[config.mk]
export PLATFORM = sky130hd
export DESIGN_NAME = bmc_regs
export DESIGN_NICKNAME = d
export VERILOG_FILES = /design/src/pkg/bmc_pkg.sv /design/src/bmc_regs.sv
export SDC_FILE = /design/constraint.sdc
export NUM_CORES = 1
export LEC_CHECK = 0
export ABC_AREA = 1
export BUFFER_PORTS_ARGS = -buffer_cell sky130_fd_sc_hd__buf_2
export CAP_MARGIN = 20
export CORE_MARGIN = 1.5
export CORE_UTILIZATION = 49
export DETAILED_ROUTE_END_ITERATION = 10
export PLACE_DENSITY = 0.82
export SYNTH_ARGS = -nofsm -noshare
export SYNTH_HDL_FRONTEND = slang
export SYNTH_SLANG_ARGS = --single-unit
[constraint.sdc]
create_clock -name clk_sys -period 3.6 [get_ports clk_sys]
set_input_delay 0.54 -clock clk_sys [delete_from_list [all_inputs] [get_ports clk_sys]]
set_output_delay 0.54 -clock clk_sys [all_outputs]
set_load 0.05 [all_outputs]
[src/pkg/bmc_pkg.sv]
// package for the baseband mode configuration register bank
`default_nettype none
package bmc_pkg;
  localparam logic [7:0] ADDR_RADIO_CONTROL  = 8'h03;
  localparam logic [7:0] ADDR_SPREAD_RATE    = 8'h04;
  localparam logic [7:0] ADDR_IRQ_PIN_CFG    = 8'h05;
  localparam logic [7:0] RST_RADIO_CONTROL   = 8'h00;
  localparam logic [7:0] RST_SPREAD_RATE     = 8'h00;
  localparam logic [7:0] RST_IRQ_PIN_CFG     = 8'h01;
  localparam int         BIT_CODE_HALF       = 5;
  localparam int         BIT_AUTO_PA_DIS     = 3;
  localparam int         BIT_PA_EN           = 2;
  localparam int         BIT_CODE_WIDTH      = 2;
  localparam int         BIT_DATA_RATE       = 1;
  localparam int         BIT_SAMPLE_RATE     = 0;
  localparam logic [1:0] IRQ_OPEN_SOURCE     = 2'h3;
  localparam logic [1:0] IRQ_OPEN_DRAIN      = 2'h2;
  localparam logic [1:0] IRQ_CMOS            = 2'h1;
  localparam logic [1:0] IRQ_CMOS_INV        = 2'h0;
  localparam int         BIT_IRQ_SEL_LO      = 0;
  localparam logic       RST_IRQ_OUT         = 1'b0;
  localparam logic       RST_IRQ_OE_N        = 1'b0;

  typedef struct packed {
    logic       wr_en;
    logic [7:0] addr;
    logic [7:0] wdata;
  } bmc_wr_t;

  typedef struct packed {
    logic       power_amplifier_on;
    logic       chips_32;
    logic       double_rate;
    logic       oversample_12x;
    logic       code_upper_half;
  } bmc_mode_t;
endpackage : bmc_pkg
`default_nettype wire

[src/bmc_regs.sv]
// baseband mode configuration register bank with irq pin driver
`default_nettype none
module bmc_regs
(
  input  wire logic            clk_sys,
  input  wire logic            srst,
  input  wire bmc_pkg::bmc_wr_t wr,
  input  wire logic [7:0]      rd_addr,
  output var  logic [7:0]      rd_data,
  output var  logic            rd_hit,
  input  wire logic            baseband_pa_request,
  input  wire logic            irq_request,
  output var  logic            irq_out,
  output var  logic            irq_oe_n,
  output var  bmc_pkg::bmc_mode_t mode,
  output var  logic [31:0]     code_active,
  output var  logic            code_pair_mode,
  input  wire logic [63:0]     spreading_code
);

  localparam int NUM_REGS = 3;

  logic [7:0]         radio_control_reg;
  logic [7:0]         spreading_rate_select_reg;
  logic [7:0]         irq_pin_drive_config_reg;
  logic [7:0]         bank_reg [NUM_REGS];
  logic [2:0]         wr_sel;
  logic [2:0]         rd_sel;
  logic [7:0]         rd_data_next;
  logic               rd_hit_next;
  logic               irq_out_next;
  logic               irq_oe_n_next;
  bmc_pkg::bmc_mode_t mode_next;
  logic [31:0]        code_active_next;
  logic               code_pair_next;

  // one address decoder for writes and reads keeps the two maps identical
  function automatic logic [2:0] reg_sel(input logic [7:0] addr);
    logic [2:0] sel;
    sel    = 3'b000;
    sel[0] = (addr == bmc_pkg::ADDR_RADIO_CONTROL);
    sel[1] = (addr == bmc_pkg::ADDR_SPREAD_RATE);
    sel[2] = (addr == bmc_pkg::ADDR_IRQ_PIN_CFG);
    return sel;
  endfunction

  function automatic logic [7:0] reg_reset(input int idx);
    logic [7:0] val;
    case (idx)
      0:       val = bmc_pkg::RST_RADIO_CONTROL;
      1:       val = bmc_pkg::RST_SPREAD_RATE;
      2:       val = bmc_pkg::RST_IRQ_PIN_CFG;
      default: val = 8'h00;
    endcase
    return val;
  endfunction

  // released modes let the pin float while no interrupt is pending
  function automatic logic irq_is_open(input logic [1:0] sel);
    return (sel == bmc_pkg::IRQ_OPEN_SOURCE) || (sel == bmc_pkg::IRQ_OPEN_DRAIN);
  endfunction

  function automatic logic irq_is_high(input logic [1:0] sel);
    return (sel == bmc_pkg::IRQ_OPEN_SOURCE) || (sel == bmc_pkg::IRQ_CMOS);
  endfunction

  assign wr_sel = wr.wr_en ? reg_sel(wr.addr) : 3'b000;
  assign rd_sel = reg_sel(rd_addr);

  // every written bit is stored, reserved ones too, so reads return what was written
  for (genvar i = 0; i < NUM_REGS; i++)
  begin : g_bank
    always_ff @(posedge clk_sys)
    begin
      if (srst)
        bank_reg[i] <= reg_reset(i);
      else if (wr_sel[i])
        bank_reg[i] <= wr.wdata;
    end
  end

  assign radio_control_reg         = bank_reg[0];
  assign spreading_rate_select_reg = bank_reg[1];
  assign irq_pin_drive_config_reg  = bank_reg[2];

  wire auto_dis    = radio_control_reg[bmc_pkg::BIT_AUTO_PA_DIS];
  wire pa_en_bit   = radio_control_reg[bmc_pkg::BIT_PA_EN];
  wire half_bit    = radio_control_reg[bmc_pkg::BIT_CODE_HALF];
  wire width_32    = spreading_rate_select_reg[bmc_pkg::BIT_CODE_WIDTH];
  wire rate_bit    = spreading_rate_select_reg[bmc_pkg::BIT_DATA_RATE];
  wire sample_bit  = spreading_rate_select_reg[bmc_pkg::BIT_SAMPLE_RATE];
  wire [1:0] irq_sel = irq_pin_drive_config_reg[bmc_pkg::BIT_IRQ_SEL_LO +: 2];

  // invalid combinations fall back to the applicable mode instead of trapping
  wire pa_on       = auto_dis ? pa_en_bit : baseband_pa_request;
  wire dbl_rate    = width_32 && rate_bit;
  wire over12      = width_32 && !rate_bit && sample_bit;
  wire upper_half  = width_32 && !rate_bit && half_bit;

  always_comb
  begin
    mode_next.power_amplifier_on = pa_on;
    mode_next.chips_32           = width_32;
    mode_next.double_rate        = dbl_rate;
    mode_next.oversample_12x     = over12;
    mode_next.code_upper_half    = upper_half;
  end

  // double rate hands both halves to the correlator; the select below is the first half
  assign code_pair_next   = dbl_rate;
  assign code_active_next = upper_half ? spreading_code[63:32] : spreading_code[31:0];

  // push pull modes keep the pin driven; open modes release it when idle
  assign irq_oe_n_next = irq_is_open(irq_sel) ? !irq_request : 1'b0;
  assign irq_out_next  = irq_is_high(irq_sel) ? irq_request : !irq_request;

  assign rd_hit_next  = |rd_sel;
  assign rd_data_next = rd_sel[0] ? radio_control_reg :
                        rd_sel[1] ? spreading_rate_select_reg :
                        rd_sel[2] ? irq_pin_drive_config_reg : 8'h00;

  always_ff @(posedge clk_sys)
  begin
    if (srst)
    begin
      rd_data <= 8'h00;
    end
    else
    begin
      rd_data <= rd_data_next;
    end
  end

  always_ff @(posedge clk_sys)
  begin
    if (srst)
    begin
      rd_hit <= 1'b0;
    end
    else
    begin
      rd_hit <= rd_hit_next;
    end
  end

  // reset value matches the default push pull mode with no interrupt pending
  always_ff @(posedge clk_sys)
  begin
    if (srst)
    begin
      irq_out <= bmc_pkg::RST_IRQ_OUT;
    end
    else
    begin
      irq_out <= irq_out_next;
    end
  end

  always_ff @(posedge clk_sys)
  begin
    if (srst)
    begin
      irq_oe_n <= bmc_pkg::RST_IRQ_OE_N;
    end
    else
    begin
      irq_oe_n <= irq_oe_n_next;
    end
  end

  always_ff @(posedge clk_sys)
  begin
    if (srst)
    begin
      mode <= '0;
    end
    else
    begin
      mode <= mode_next;
    end
  end

  always_ff @(posedge clk_sys)
  begin
    if (srst)
    begin
      code_active <= 32'h00000000;
    end
    else
    begin
      code_active <= code_active_next;
    end
  end

  always_ff @(posedge clk_sys)
  begin
    if (srst)
    begin
      code_pair_mode <= 1'b0;
    end
    else
    begin
      code_pair_mode <= code_pair_next;
    end
  end

endmodule // bmc_regs
`default_nettype wire

======== After elaboration in Yosys (flattened, before gate mapping) ========
Memory sizes are Yosys's and may differ from the RTL's.
Cells that the tools add are included.
word-level totals
  register bits ........................... 48
  memory bits (writable) .................. 24
  output and inout port bits .............. 49
  memories ................................ 1
operators by class
  eq/ne operators ......................... 9
  mux-type cells .......................... 21
  bitwise logic cells ..................... 4
  reduce and logical (&&, ||, !) cells .... 10
memories
  memory    words  width  read ports  clocked after Yosys merged registers in  write ports  line            source
  bank_reg  3      8      3           0                                        3            bmc_regs.sv:26  logic [7:0] bank_reg [NUM_REGS];
operators with widths
  kind                                                  count
  2-to-1 mux 8 bit                                      6
  equality test 8 x 3 -> 1 bit (second input constant)  4
  2-to-1 mux 32 bit                                     1
  equality test 8 x 2 -> 1 bit (second input constant)  2
  2-to-1 mux 1 bit                                      13
  equality test 2 bit (second input constant)           2
  logical AND 1 bit                                     4
  2-to-1 mux 3 bit                                      1
  bitwise OR 1 bit                                      3
  OR reduction 3 bit                                    1
  equality test 2 x 1 -> 1 bit (second input constant)  1
  zero test 1 bit                                       2
  logical OR 1 bit                                      2
  OR reduction 2 bit                                    1
  NOT 1 bit                                             1

======== Logic depth before layout (Yosys ltp) ========
  depth in word-level cells ............... 6
  gate-level depth with buffers ........... 8

======== Worst setup path after synthesis ========
No wires, ideal clock.
  kind .................................... input-to-reg
  start ................................... input wr[15] (netlist bit)
  end ..................................... memory bank_reg[1][0], enable pin
  setup time .............................. 0.329 ns
  arrival ................................. 1.267 ns
  required time ........................... 3.271 ns
  slack ................................... 2.004 ns
  stages on the path ...................... 5
  path buffers ............................ 0
  cells stage by stage .................... nor2_2 > nand3_2 > nor3_4 > nand2_1 > nand2_1
RTL lines
  item                line            source
  start: declaration  bmc_regs.sv:7   input wire bmc_pkg::bmc_wr_t wr,
  end: declaration    bmc_regs.sv:26

==> summary.txt <==
Status: completed
Starting Density: 51.4%
DP Area: 3610 um^2
First-pass GRT wire length: 10300 um
Placed wire-length estimate: 4960 um
Drt pass-1 iters: 6
Worst path cell trace: buf_2 > inv_1 > buf_4 > o21ai_0 > a21oi_1
CP max stage delay: 0.45 ns
H-tree depth: 3
DIE WIDTH: 79.5 um
Mapped Cells: 330
Starting DRT DRC Count: 161
Average size of a mapped cell: 8.69 um^2
Worst-path clk slew: 0.08 ns
Vias/cell: 4.73
Synth Net Count: 423
Number of flops mapped to enable cells by yosys: 24
Layout cells sized above 1: 35.8%
IO Count: 142
Crit start category: input pin
Ys Warns: 0
CP bufs+invs: 3
Req. time, crit path: 3.87 ns
Switch share: 26.6%
CTS tree: yes
Antenna violations before repair: 0
Final Cell Area: 3880 um^2
I/O Buffers: 141
Leak Pwr: 0.00211 uW
Slew Viols, Final: 0
Slew margin rel.: 62.6%
Overflow after GRT: 0
Internal: 1410 uW
Min Clock Period, post-route: 1.58 ns
WHS: 0.413 ns
CP max-delay cell: inv_1
Clock Latency Late Sink: 0.34 ns
PwrDens: 495 nW/um^2
MaxCap Viol Count: 0
Flops & latches, synth: 72
Synth unique cells: 21
Accumulated negative setup slack: 0 ns
Seq pwr share: 46.6%
Critical Path Sink Type: register
Max reg flops: 32
Die Span Y: 79.5 um
Switch Pwr: 509 uW
Number of global-route vias before repair: 2352
Total Routed Length: 6840 um
Synth Cell Area: 2870 um^2
Total clock sinks: 72
Sequential area share after synthesis: 58.7%
Post-cts hold buffer count: 0
CTS root buffer: clkbuf_8
Worst slew pin tran: 0.560 ns
Worst setup margin: 2.02 ns
Synth async-reset ratio: 0%
CP Max Fanout: 27
CP arrival: 1.85 ns
Total number of vias: 2590
Layout Area Growth over Synthesis: 35.2%
Critical Path Source: srst
Global Route Usage Sum: 21.3%
Number of hold violations in the final report: 0
Clock skew: 0.0121 ns
Fin crit share: 43.8%
Clock Path Buffers: 2
Worst hold path type: in2reg
# DRC: 0
Hold_sp: spreading_code[22]
DIE AREA: 6320 um^2
Final Wtd Congestion: 0.864
Part of the power in the clock network: 39.8%
Combinational cell fraction of total power: 13.6%
DRT antenna net count: 0
WL/cell: 12.5 um
Setup CP Type: in2reg
Setup WS pre-CTS: 1.51 ns
# diodes: 0
Largest net degree at the start of global routing: 66
# setup viols final: 0
Row cnt: 27
Postcts setup bufs: 0
CTS Buf Count: 9
Fin nets: 563
CTS resizes: 0
Dominant synthesized flop cell: dfxtp_1
Top cell family by delay on the critical path: buffers and inverters
Fmax: 634 MHz
Fill count: 463
Core box area: 5570 um^2
RSZ-0062 raised after global routing: no
Peak VDD IR: 0.302 mV
Reg2reg start: bank_reg[1][1]
==> routing by layer <==
metal | GRT usage [%] | vias to the layer above | share of wire (%)
met5 | 0 | - | 0
met3 | 4.34 | 15 | 5.7
li1 | - | 1326 | -
met1 | 25.1 | 1151 | 41
met2 | 35.7 | 98 | 51
met4 | 12.3 | 0 | 2.4
==> layout by cell type, fill, tap and decap left out, drive strengths merged <==
master    n
buf     143
inv      75
dfxtp    48
a21oi    42
o21ai    35
nor2     34
nand3    29
nand2    26
edfxtp   24
clkbuf   13
nor3      3
nand4     1
and3      1
bufinv    1
==> cells by family after synthesis <==
family | after synthesis | synth area share (%)
AOI/OAI and AO/OA | 77 | 13.4
DFF | 72 | 58.7
buffers and inverters | 87 | 12.0
and+or+nand+nor | 94 | 15.9
==> power by group through the flow <==
| stage | Clock [uW] | Combinational [uW] | Sequential (uW) |
|---|---|---|---|
| 6_report | 764 | 261 | 893 |
| 5_1_grt | 802 | 281 | 897 |
| 4_1_cts | 767 | 260 | 893 |
| 3_5_place_dp | 0 | 259 | 911 |
| 3_3_place_gp | 0 | 252 | 910 |
| 2_1_floorplan | 0 | 68.0 | 1010 |
==> through the flow <==
stage               cells  power [uW]  utilization (%)
CTS                   546        1920             69.2
global route          547        1980             69.5
finish                547        1920             69.5
global placement      530        1160             64.7
detailed placement    530        1170             64.7
floorplan             330        1080                -
==> final cells by class <==
cell class	instances	area, um^2	share of cell area (%)
Clock buffer	13	203	5.23
Clock inverter	3	47.5	1.23
Inverter	73	274	7.07
Multi-Input combinational cell	171	847	21.9
Sequential cell	72	1680	43.4
Tap cell	72	90.1	2.32
Timing Repair Buffer	143	733	18.9
==> worst paths after layout <==
check | endpoint | slack, ns | cells after the start
setup / recovery | code_active[10] | 2.02 | 5
hold / removal | code_active[22] | 0.41 | 3
setup reg to reg | code_active[19] | 2.25 | 5
hold reg to reg | mode[4] | 0.52 | 1
==> synth_stat cells (2+ instances only) <==
library cell / instances / share of area [%]
a21oi_1: 42 / 7.3
buf_2: 6 / 1.0
buf_4: 2 / 0.52
clkbuf_1: 5 / 0.65
dfxtp_1: 48 / 34
edfxtp_1: 24 / 25
inv_1: 71 / 9.3
inv_2: 2 / 0.26
nand2_1: 26 / 3.4
nand3_1: 26 / 4.5
nand3_4: 2 / 1.2
nor2_1: 29 / 3.8
nor2_2: 4 / 0.87
nor3_1: 2 / 0.35
o21ai_0: 35 / 6.1
==> tightest hold or removal path, cell delays in order <==
cell,delay (ns)
buf_2,0.09
inv_1,0.04
a21oi_1,0.05
(Power assumes the default switching activity.)
